--- src/core/asp_pkg.sv ---
// Constants, state codes and pin bundles for the converter serial port timing engine.
// Overview of operation
// [RULE1] Power-down low stops conversions and serial activity, clearing the digital state.
// [RULE2] Active-low result-ready output falls when a new result can be read.
// [RULE3] Data output is released at once when chip select goes high.
// [RULE4] With chip select low, output floats 6 to 10 oscillator periods after last edge.
// [RULE5] Host waits 50 oscillator periods between input bits and first output edge.
// [RULE6] Host may end a read at once; after a write holds select 8 more periods.
// [RULE7] Host waits 4 oscillator periods between commands, 16 after a reset command.
// [RULE8] Host waits 2 result periods after single calibrations, 4 after full self-calibration.
// [RULE9] In continuous-read mode host waits 10 periods after result-ready falls.
// [RULE10] Result register is invalid for 4 oscillator periods while it is updated.
// [RULE11] Host measures all waits against the device oscillator or a safe equivalent.
package asp_pkg;
  localparam int RESULT_W = 24;
  localparam int FIFO_DEPTH = 8;
  localparam int CMD_W = 8;
  // The core clock is the device oscillator.
  localparam int CLK_PERIOD_NS = 4;
  localparam int OSC_PERIOD_NS = 4;
  localparam int SYNC_LAT_CYC = 2;
  localparam int FLOAT_MIN_OSC = 6;
  localparam int FLOAT_MAX_OSC = 10;
  localparam int FLOAT_MIN_CYC = (FLOAT_MIN_OSC * OSC_PERIOD_NS + CLK_PERIOD_NS - 1) / CLK_PERIOD_NS;
  localparam int FLOAT_MAX_CYC = (FLOAT_MAX_OSC * OSC_PERIOD_NS) / CLK_PERIOD_NS;
  // Counted from the detected edge, which lags the pin by the synchroniser.
  localparam int FLOAT_CYC = (FLOAT_MIN_CYC + FLOAT_MAX_CYC) / 2 - SYNC_LAT_CYC;
  localparam int UPDATE_OSC = 4;
  localparam int UPDATE_CYC = (UPDATE_OSC * OSC_PERIOD_NS + CLK_PERIOD_NS - 1) / CLK_PERIOD_NS;
  localparam int CNT_W = 5;
  localparam logic [CNT_W-1:0] FLOAT_CNT = CNT_W'(FLOAT_CYC);
  localparam logic [CNT_W-1:0] UPDATE_CNT = CNT_W'(UPDATE_CYC);
  localparam logic [CNT_W-1:0] LAST_BIT = CNT_W'(RESULT_W - 1);
  localparam logic [CNT_W-1:0] LAST_CMD_BIT = CNT_W'(CMD_W - 1);
  localparam logic [CNT_W-1:0] CNT_ZERO = 5'h00;

  typedef logic [CNT_W-1:0] asp_cnt_t;
  typedef logic [RESULT_W-1:0] asp_result_t;

  typedef enum logic [1:0] {
    ASP_IDLE = 2'h0,
    ASP_UPDATE = 2'h1,
    ASP_READY = 2'h3,
    ASP_SHIFT = 2'h2
  } asp_state_e;

  typedef struct packed {
    logic power_down_n;
    logic cs_n;
    logic sclk;
    logic din;
  } asp_pins_s;

  localparam asp_pins_s PINS_IDLE = 4'hc;
endpackage

--- src/core/asp_fifo.sv ---
// Result FIFO with valid and ready on both sides and registered full and empty.
`timescale 1ns/1ns
`default_nettype none
module asp_fifo #(
  parameter int WIDTH = 24,
  parameter int DEPTH = 8
) (
  input wire logic clk_i,
  input wire logic arst_n_i,
  input wire logic flush_i,
  input wire logic [WIDTH-1:0] in_data_i,
  input wire logic in_valid_i,
  output logic in_ready_o,
  output logic [WIDTH-1:0] out_data_o,
  output logic out_valid_o,
  input wire logic out_ready_i
);
  localparam int AW = $clog2(DEPTH);
  logic [WIDTH-1:0] mem_q [DEPTH];
  logic [AW-1:0] wr_q, wr_d, rd_q, rd_d;
  logic [AW:0] cnt_q, cnt_d;
  logic ready_q, ready_d, valid_q, valid_d;
  logic push, pop;

  assign push = in_valid_i && ready_q;
  assign pop = out_ready_i && valid_q;
  assign in_ready_o = ready_q;
  assign out_valid_o = valid_q;
  assign out_data_o = mem_q[rd_q];

  always_comb begin
    wr_d = wr_q;
    rd_d = rd_q;
    cnt_d = cnt_q;
    if (push) begin
      wr_d = (wr_q == AW'(DEPTH - 1)) ? '0 : wr_q + 1'b1;
    end
    if (pop) begin
      rd_d = (rd_q == AW'(DEPTH - 1)) ? '0 : rd_q + 1'b1;
    end
    cnt_d = cnt_q + (AW+1)'(push) - (AW+1)'(pop);
    if (flush_i) begin
      wr_d = '0;
      rd_d = '0;
      cnt_d = '0;
    end
    ready_d = !flush_i && (cnt_d != (AW+1)'(DEPTH));
    valid_d = (cnt_d != '0);
  end

  always_ff @(posedge clk_i or negedge arst_n_i) begin
    if (!arst_n_i) begin
      wr_q <= '0;
      rd_q <= '0;
      cnt_q <= '0;
      ready_q <= 1'b0;
      valid_q <= 1'b0;
    end else begin
      wr_q <= wr_d;
      rd_q <= rd_d;
      cnt_q <= cnt_d;
      ready_q <= ready_d;
      valid_q <= valid_d;
    end
  end

  // Storage carries no reset so it maps onto plain RAM.
  always_ff @(posedge clk_i) begin
    if (push) begin
      mem_q[wr_q] <= in_data_i;
    end
  end
endmodule
`default_nettype wire

--- src/core/asp_core.sv ---
// Serial port engine: pin synchronisers, result loading, bit shifting and output release.
`timescale 1ns/1ns
`default_nettype none
module asp_core
  import asp_pkg::*;
(
  input wire logic core_clk_i,
  input wire logic arst_n_i,
  input wire logic power_down_n_i,
  input wire logic cs_n_i,
  input wire logic sclk_i,
  input wire logic din_i,
  output logic dout_o,
  output logic dout_oe_o,
  output logic result_ready_n_o,
  input wire asp_pkg::asp_result_t conv_data_i,
  input wire logic conv_valid_i,
  output logic conv_ready_o,
  output logic [asp_pkg::CMD_W-1:0] cmd_byte_o,
  output logic cmd_valid_o
);
  import asp_pkg::*;

  asp_pins_s pins_raw, sync1_q, sync2_q, pins_q;
  logic sclk_prev_q;
  logic sclk_rise, sclk_edge, cs_fall, active;

  asp_state_e state_q, state_d;
  asp_result_t shreg_q, shreg_d;
  asp_cnt_t bit_q, bit_d, upd_q, upd_d, float_q, float_d, cbit_q, cbit_d;
  logic [CMD_W-1:0] cmd_q, cmd_d, cmd_out_q, cmd_out_d;
  logic cmd_valid_q, cmd_valid_d;
  logic dout_q, dout_d, oe_q, oe_d, rdy_n_q, rdy_n_d, floating_q, floating_d;
  logic fifo_flush, fifo_valid, fifo_pop;
  asp_result_t fifo_data;

  assign pins_raw = '{power_down_n: power_down_n_i, cs_n: cs_n_i, sclk: sclk_i, din: din_i};

  // Every pin passes two flops; logic reads the second stage, plus one more delayed copy of select and clock for edges.
  always_ff @(posedge core_clk_i or negedge arst_n_i) begin
    if (!arst_n_i) begin
      sync1_q <= PINS_IDLE;
      sync2_q <= PINS_IDLE;
      sclk_prev_q <= 1'b0;
      pins_q <= PINS_IDLE;
    end else begin
      sync1_q <= pins_raw;
      sync2_q <= sync1_q;
      sclk_prev_q <= sync2_q.sclk;
      pins_q <= sync2_q;
    end
  end

  // [RULE1] power down gating
  assign active = sync2_q.power_down_n;
  assign sclk_edge = active && !sync2_q.cs_n && (sync2_q.sclk != sclk_prev_q);
  assign sclk_rise = sclk_edge && sync2_q.sclk;
  assign cs_fall = !sync2_q.cs_n && pins_q.cs_n;

  // [RULE1] FIFO flushed while powered down
  assign fifo_flush = !active;
  assign fifo_pop = (state_q == ASP_IDLE) && active && fifo_valid;

  asp_fifo #(
    .WIDTH(RESULT_W),
    .DEPTH(FIFO_DEPTH)
  ) u_fifo (
    .clk_i(core_clk_i),
    .arst_n_i(arst_n_i),
    .flush_i(fifo_flush),
    .in_data_i(conv_data_i),
    .in_valid_i(conv_valid_i),
    .in_ready_o(conv_ready_o),
    .out_data_o(fifo_data),
    .out_valid_o(fifo_valid),
    .out_ready_i(fifo_pop)
  );

  // Result loading and shifting.
  always_comb begin
    state_d = state_q;
    shreg_d = shreg_q;
    bit_d = bit_q;
    upd_d = upd_q;
    rdy_n_d = rdy_n_q;
    case (state_q)
      ASP_IDLE: begin
        rdy_n_d = 1'b1;
        if (fifo_pop) begin
          shreg_d = fifo_data;
          upd_d = UPDATE_CNT - 1'b1;
          state_d = ASP_UPDATE;
        end
      end
      // [RULE10] update window hidden
      ASP_UPDATE: begin
        rdy_n_d = 1'b1;
        bit_d = CNT_ZERO;
        if (upd_q == CNT_ZERO) begin
          state_d = ASP_READY;
          // [RULE2] ready falls
          rdy_n_d = 1'b0;
        end else begin
          upd_d = upd_q - 1'b1;
        end
      end
      ASP_READY: begin
        if (sclk_rise) begin
          state_d = ASP_SHIFT;
          shreg_d = {shreg_q[RESULT_W-2:0], 1'b0};
          bit_d = bit_q + 1'b1;
        end
      end
      ASP_SHIFT: begin
        if (sclk_rise) begin
          shreg_d = {shreg_q[RESULT_W-2:0], 1'b0};
          if (bit_q == LAST_BIT) begin
            state_d = ASP_IDLE;
            rdy_n_d = 1'b1;
          end else begin
            bit_d = bit_q + 1'b1;
          end
        end
      end
      default: begin
        state_d = ASP_IDLE;
        rdy_n_d = 1'b1;
      end
    endcase
    if (!active) begin
      state_d = ASP_IDLE;
      rdy_n_d = 1'b1;
      bit_d = CNT_ZERO;
      upd_d = CNT_ZERO;
    end
  end

  // Command bits are captured on the rising edge; decoding sits downstream.
  always_comb begin
    cmd_d = cmd_q;
    cbit_d = cbit_q;
    cmd_out_d = cmd_out_q;
    cmd_valid_d = 1'b0;
    if (sync2_q.cs_n || !active) begin
      cbit_d = CNT_ZERO;
    end else if (sclk_rise) begin
      cmd_d = {cmd_q[CMD_W-2:0], sync2_q.din};
      if (cbit_q == LAST_CMD_BIT) begin
        cbit_d = CNT_ZERO;
        cmd_out_d = {cmd_q[CMD_W-2:0], sync2_q.din};
        cmd_valid_d = 1'b1;
      end else begin
        cbit_d = cbit_q + 1'b1;
      end
    end
  end

  // Output driver and release timing.
  always_comb begin
    float_d = float_q;
    floating_d = floating_q;
    dout_d = shreg_d[RESULT_W-1];
    if (sclk_edge || cs_fall) begin
      float_d = FLOAT_CNT;
      floating_d = 1'b0;
    end else if (float_q != CNT_ZERO) begin
      float_d = float_q - 1'b1;
      // [RULE4] float after idle SCLK
      if (float_q == 5'h01) begin
        floating_d = 1'b1;
      end
    end
    oe_d = !floating_d;
    // [RULE3] release on chip select high
    if (sync2_q.cs_n || !active) begin
      oe_d = 1'b0;
      floating_d = 1'b1;
      float_d = CNT_ZERO;
    end
  end

  always_ff @(posedge core_clk_i or negedge arst_n_i) begin
    if (!arst_n_i) begin
      state_q <= ASP_IDLE;
      shreg_q <= '0;
      bit_q <= CNT_ZERO;
      upd_q <= CNT_ZERO;
      rdy_n_q <= 1'b1;
      cmd_q <= '0;
      cbit_q <= CNT_ZERO;
      cmd_out_q <= '0;
      cmd_valid_q <= 1'b0;
      float_q <= CNT_ZERO;
      floating_q <= 1'b1;
      dout_q <= 1'b0;
      oe_q <= 1'b0;
    end else begin
      state_q <= state_d;
      shreg_q <= shreg_d;
      bit_q <= bit_d;
      upd_q <= upd_d;
      rdy_n_q <= rdy_n_d;
      cmd_q <= cmd_d;
      cbit_q <= cbit_d;
      cmd_out_q <= cmd_out_d;
      cmd_valid_q <= cmd_valid_d;
      float_q <= float_d;
      floating_q <= floating_d;
      dout_q <= dout_d;
      oe_q <= oe_d;
    end
  end

  assign dout_o = dout_q;
  assign dout_oe_o = oe_q;
  assign result_ready_n_o = rdy_n_q;
  assign cmd_byte_o = cmd_out_q;
  assign cmd_valid_o = cmd_valid_q;
endmodule
`default_nettype wire

--- config.mk ---
export PLATFORM = sky130hd
export DESIGN_NAME = asp_core
export DESIGN_NICKNAME = d
export VERILOG_FILES = /design/src/core/asp_pkg.sv /design/src/core/asp_fifo.sv /design/src/core/asp_core.sv
export SDC_FILE = /design/constraint.sdc
export NUM_CORES = 1
export LEC_CHECK = 0
export ABC_CLOCK_PERIOD_IN_PS = 8850
export BUFFER_PORTS_ARGS = -buffer_cell sky130_fd_sc_hd__buf_2
export CAP_MARGIN = 20
export CORE_MARGIN = 1
export CORE_UTILIZATION = 30
export DETAILED_ROUTE_END_ITERATION = 10
export SLEW_MARGIN = 20
export SYNTH_ARGS = -nofsm -noshare
export SYNTH_HDL_FRONTEND = slang
export SYNTH_HIERARCHICAL = 1
export SYNTH_SLANG_ARGS = --single-unit
--- constraint.sdc ---
create_clock -name core_clk_i -period 8.85 [get_ports core_clk_i]
set_input_delay 1.3275 -clock core_clk_i [delete_from_list [all_inputs] [get_ports core_clk_i]]
set_output_delay 1.3275 -clock core_clk_i [all_outputs]
set_load 0.02 [all_outputs]
Word-level counts from Yosys, hierarchy flattened --
Memories as Yosys holds them, arrays and structs flattened. Cells that the tools add are included.
Word-level totals: flip-flop bits (word level) 87, RAM bits 192, bits in latches 0, bits of input ports 31, logic and storage cells 138, output and inout port bits 13, bits in read-only memories 0, memories kept 1
Operators by class: shift operators 0, bitwise gates (word level) 1, magnitude comparators 0, div/mod/pow operators 0, $mul 0, add/sub/neg operators 8, muxes and demuxes 47, reductions and logical operators 29, equal/unequal tests 24
Memory list:
- u_fifo.mem_q | depth 8, width 24, rd ports 1, clocked after memory_dff 0, write ports 1, line asp_fifo.sv:19 | logic [WIDTH-1:0] mem_q [DEPTH];
Operator list (number):
- 5-bit 2-to-1 mux | 13
- 24-bit 2-to-1 mux | 2
- 24-bit case mux with 2 select lines | 1
- 3-bit 2-to-1 mux | 6
- 3-bit != test, second input constant | 6
- 5-bit case mux with 3 select lines | 1
- 1-bit 2-to-1 mux | 14
- 2-bit 2-to-1 mux | 6
- 3-bit AND reduction | 4
- 5-bit by 1-bit adder with 5-bit output, second input constant | 2
- 5-bit case mux with 2 select lines | 1
- 5-bit by 1-bit subtractor with 5-bit output, second input constant | 2
- 1-bit logical AND | 9
- 2-bit by 1-bit != test with 1-bit output, second input constant | 4
- 4-bit by 1-bit != test with 1-bit output, second input constant | 2
- 2-bit case mux with 4 select lines | 1
- 3-bit by 1-bit adder with 3-bit output, second input constant | 2
- 3-bit equality test, second input constant | 2
- 5-bit by 1-bit equality test with 1-bit output, second input constant | 1
- 5-bit by 3-bit equality test with 1-bit output, second input constant | 1
- 5-bit equality test, second input constant | 1
- 5-bit logical NOT | 1
- 5-bit AND reduction | 1
- 5-bit nonzero test | 1
- other kinds (20) | 25

Depth between registers and ports, before layout --
depth in word-level cells 8, depth in mapped cells 12, gate-level depth less buffers 12

Hierarchy --
Netlist, hierarchy kept.
Modules (own cells, without submodules):
- asp_fifo | cells an instance 352, instances 1, seq. area each 6065.8 um2, area each 7948.9 um2
- asp_core | cells an instance 317, instances 1, seq. area each 1885.6 um2, area each 3477.1 um2

Least setup slack after synthesis --
No wires, ideal clock.
path type input to register, start input conv_valid_i, end memory u_fifo.mem_q[0][0] (enable), setup slack 4.978 ns, data required time 8.415 ns, stages on the path 3, library setup time 0.435 ns, data arrival time 3.437 ns, path through nand2_1 > or2_2 > nor3_1
On the way: longest elaborated chain between the ends 3
RTL lines:
- start: declaration | line asp_core.sv:17 | input wire logic conv_valid_i,
- 1-bit logical AND | line asp_fifo.sv:25 | assign push = in_valid_i && ready_q;
- 1-bit 2-to-1 mux | line asp_fifo.sv:69 | if (push) begin
- 1-bit 2-to-1 mux (implied by the code) | line asp_fifo.sv:70 | mem_q[wr_q] <= in_data_i;
- end: declaration | line asp_fifo.sv:19
Every way passes these cells.

Worst setup path after layout --
start register state_q[0], end register shreg_q[0]
On the way: longest elaborated chain between the ends 5, elaborated cells between the ends (all ways) 11, those cells by class eq/ne: 4; mux: 1; reduce/logical: 6
RTL lines:
- start: declaration | line asp_core.sv:28 | asp_state_e state_q, state_d;
- start signal: assignment | line asp_core.sv:198 | state_q <= state_d;
- 2-bit logical NOT | line asp_core.sv:62, asp_core.sv:86
- 1-bit logical AND (2 in series) | line asp_core.sv:62 | assign fifo_pop = (state_q == ASP_IDLE) && active && fifo_valid;
- 2-bit by 1-bit != test with 1-bit output (no line)
- 3-bit AND reduction (no line)
- end signal: assignment | line asp_core.sv:199 | shreg_q <= shreg_d;
- end: declaration | line asp_core.sv:29 | asp_result_t shreg_q, shreg_d;
Parallel ways exist; a longest one is shown, timed or not. A chain may end at the register's enable or synchronous reset.

==> reports/metrics.sh <==
STATUS='completed'
SYNTH_SEQ_CELLS=279
MAXCLOCKFREQUENCY_MHz=341.8
NUM-FILL-CELLS=3545
TIMING.CRITICAL_PATH.ARRIVAL_NS=3.41
INITIAL_ANTENNA_VIOLATION_COUNT=2
VDD.IR_DROP.WORST_V=0.0001390
DIE_AREA_UM2=38870
VIA_COUNT=5751
SYN_NETS=718
PLACE_HPWL_UM=11770
YOSYSWARNINGS=6
DRV_SLEW=0
COUNT_OF_DIFFERENT_CELL_MASTERS_AFTER_SYNTHESIS=58
REPORT.FINAL.SETUP_VIOL=0
COMBINED_AREA_OF_ALL_SYNTHESIZED_CELLS_UM2=11430
SYNTH_AREA_PER_CELL_UM2=17.08
HOLD_PATH.CLASS='reg -> reg'
POWER.STATIC_LEAKAGE_nW=4.883
DETAIL_ROUTE.ITER0.VIOLATIONS=250
SYNTHCELLS=669
WORSTPATHCELLLIST='inv_1 -> ha_1 -> nor2_4 -> o221a_2 -> nand3_1 -> o21ai_1'
FIN_SETUP_TNS_NS=0
DRCVIOLATIONCOUNT=0
LAYOUT-DRIVE-GT1-SHARE_PCT=27.67
ROUTED_WIRELENGTH_UM=21020
MAX-SLEW-MARGIN-REL_PCT=32.17
SYNTH_TO_LAYOUT_AREA_GROWTH_PCT=15.48
ROUTED_VIA_DENSITY=4.564
FIN_SKEW_NS=0.02070
SYNTH_TOP_CELLS_BY_AREA='edfxtp_1, dfrtp_1, mux4_2, mux2i_1, mux2_2'
DRV_CAP=0
GRT_PASS1_WL_UM=33870
ASYNCSETRESETFLOPFRACSYNTH_PCT=31.18
FINAL_NETS=775
CTS_ROOT_BUFFER='clkbuf_16'
POSTCTSHOLDBUFS=0
INITIAL_UTILIZATION_PCT=30.41
PORTS_PLACED_ON_THE_BOUNDARY=44
LAYOUT_WORST_PATH_CYCLE_SHARE_PCT=33.05
SYNTH_ENABLE_FLOP_CELLS=192
FF2FF_PATH_DEPTH=6
HOLD-PATH-CELL-COUNT=0
YS_SEQ_AREA_SHARE_PCT=69.59
PORT-BUFFER-COUNT=43
DIE_W_UM=197.2
FIRST_GLOBAL_VIAS=6087
DETAIL-ROUTE-ANTENNA-NETS=0
POWER-PER-CELL-AREA_nW_PER_UM2=252.1
TRITONCTS='done'
WORST_PIN_SLEW_NS=1.015
CLKLATENCYLATEPIN_NS=0.57
CLK_PIN_SLEW_NS=0.06
POST-CTS-SETUP-BUFFERS=0
DIEHEIGHT_UM=197.2
FINAL.MIN_CLOCK_PERIOD_NS=2.925
CLOCKBUFFERDEPTH=3
END_KIND='register'
POSTCTSRESIZEDCELLS=0
CTS_INSERTED_BUFFERS=28
CRITPATHMAXSTAGEDELAY_NS=0.99
GRT_USAGE_PCT=11.15
UTILIZATION_PCT=35.11
ROW_COUNT=71
SETUP.WORST_PATH.START_CLASS='register'
WORSTSETUPPATHTYPE='reg -> reg'
PROPORTION_OF_NETLIST_AREA_HELD_BY_THE_LARGEST_AREA_CONTRIBUTOR_PCT=50.46
ROUTEDWLPERCELL_UM=16.68
CLOCK_TREE.HTREE_LEVEL_COUNT=1
SYNTH.MOST_COMMON_CELL='edfxtp_1'
CORE-AREA_UM2=37580
TIMING_HOLD_VIOLATIONS_FINAL=0
GRT_OVERFLOW=0
SYNTH_LARGEST_AREA_CELL='edfxtp_1'
DRT_PASS1_ITERATIONS=4
CRITICAL_PATH_PEAK_FANOUT=48
RSZ0062_AT_GRT='false'
LARGEST_NET_DEGREE_AT_THE_START_OF_GLOBAL_ROUTING=51
SLOWEST_STAGE='o221a_2'
SYNTH_TOP_CELLS_BY_COUNT='edfxtp_1, dfrtp_1, mux4_2'
GP_CONGESTION=0.7491
CTS_NUM_SINKS=279
YS.FLOP_TYPE='edfxtp_1'
CRIT_REQUIRED_NS=9.34
## cell families after synthesis
| kind of cell | synth area share, % |
|---|---|
| flip-flops | 69.59 |
| AND/OR/NAND/NOR | 5.804 |
| multiplexers | 15.48 |
| AO/OA/AOI/OAI | 3.920 |
| buffers and inverters | 2.245 |
| adder cells (fa/ha/maj) | 2.037 |
| XOR/XNOR | 0.9198 |
## through the flow
step | setup slack, ns | instances | instance area [um2] | power, mW | hold WS, ns
final | 5.925 | 1260 | 13200 | 3.327 | 0.3556
after global routing | 5.662 | 1259 | 13190 | 3.496 | 0.3587
after CTS | 5.886 | 1258 | 13170 | 3.368 | 0.3572
after detailed placement | 5.563 | 1206 | 12210 | 2.160 | 0.3417
after global placement | 5.602 | 1206 | 12210 | 2.146 | 0.3459
after floorplan | 4.978 | 669 | 11430 | 2.043 | 0.3312
## cell type report
| class | instances | area [um2] | share of cell area [%] |
|---|---|---|---|
| clock inverters | 12 | 133.9 | 1.015 |
| inverters | 20 | 75.07 | 0.5689 |
| repair buffers | 55 | 327.8 | 2.484 |
| well taps | 511 | 639.4 | 4.845 |
| clock buffers | 40 | 817.0 | 6.192 |
| multi-input cells | 342 | 3243 | 24.58 |
| flip-flops and latches | 279 | 7956 | 60.30 |
| diodes | 1 | 2.502 | 0.01896 |
## worst max-delay path: cells and delay by family, from the launching register on
kind	cells	cell delay (ns)
buf+inv	1	0.11
fa+ha+maj	1	0.31
simple gates	2	0.94
flops	1	0.39
compound gates	2	1.10
## placed cells by master (no fill, tap or decap), drive strengths merged, types with 3 or more instances in the layout
cell and n:
nor3 6, edfxtp 192, nor2 47, nor3b 3
dfstp 7, mux2i 29, xor2 8, o211ai 3
mux4 48, or2 3, xnor2 4, clkinv 10
buf 55, dfrtp 80, or3 6, mux2 32
o2bb2ai 3, inv 20, a21o 5, a21oi 35
o21a 3, clkbuf 40, nand3 7, a31oi 4
nand2b 3, ha 17, nand2 37, o21ai 5
## power breakdown
group	switching, mW	internal [mW]
logic	0.287	0.243
registers	0.0774	1.53
clock network	0.491	0.703
## routing by layer
metal | vias up | routed length, um | GRT usage (%)
met4 | 4 | 378 | 2.555
met5 | - | 26 | 0
met2 | 83 | 10200 | 18.66
li1 | 2680 | - | -
met1 | 2951 | 9613 | 14.67
met3 | 33 | 800 | 2.595
## registers in the layout, summed over array words and instances, names as in the netlist, 2 cells and up
name	count
u_fifo/rd_q	3
state_q	2
u_fifo/mem_q	192
cmd_byte_o	8
bit_q	5
cbit_q	5
shreg_q	24
u_fifo/wr_q	3
sync1_q	4
u_fifo/cnt_q	4
cmd_q	7
float_q	5
upd_q	5
sync2_q	3
## path summary, 6_finish.rpt
kind                       startpoint          end  slack (ns)
max                        state_q[0]   shreg_q[0]        5.92
min                        sync1_q[2]   sync2_q[2]        0.36
max reg2reg                state_q[0]   shreg_q[0]        5.92
min reg2reg                sync1_q[2]   sync2_q[2]        0.36
max in group asynchronous    arst_n_i  shreg_q[12]        7.09
min in group asynchronous    arst_n_i   sync1_q[0]        0.77
(Power assumes the default switching activity.)
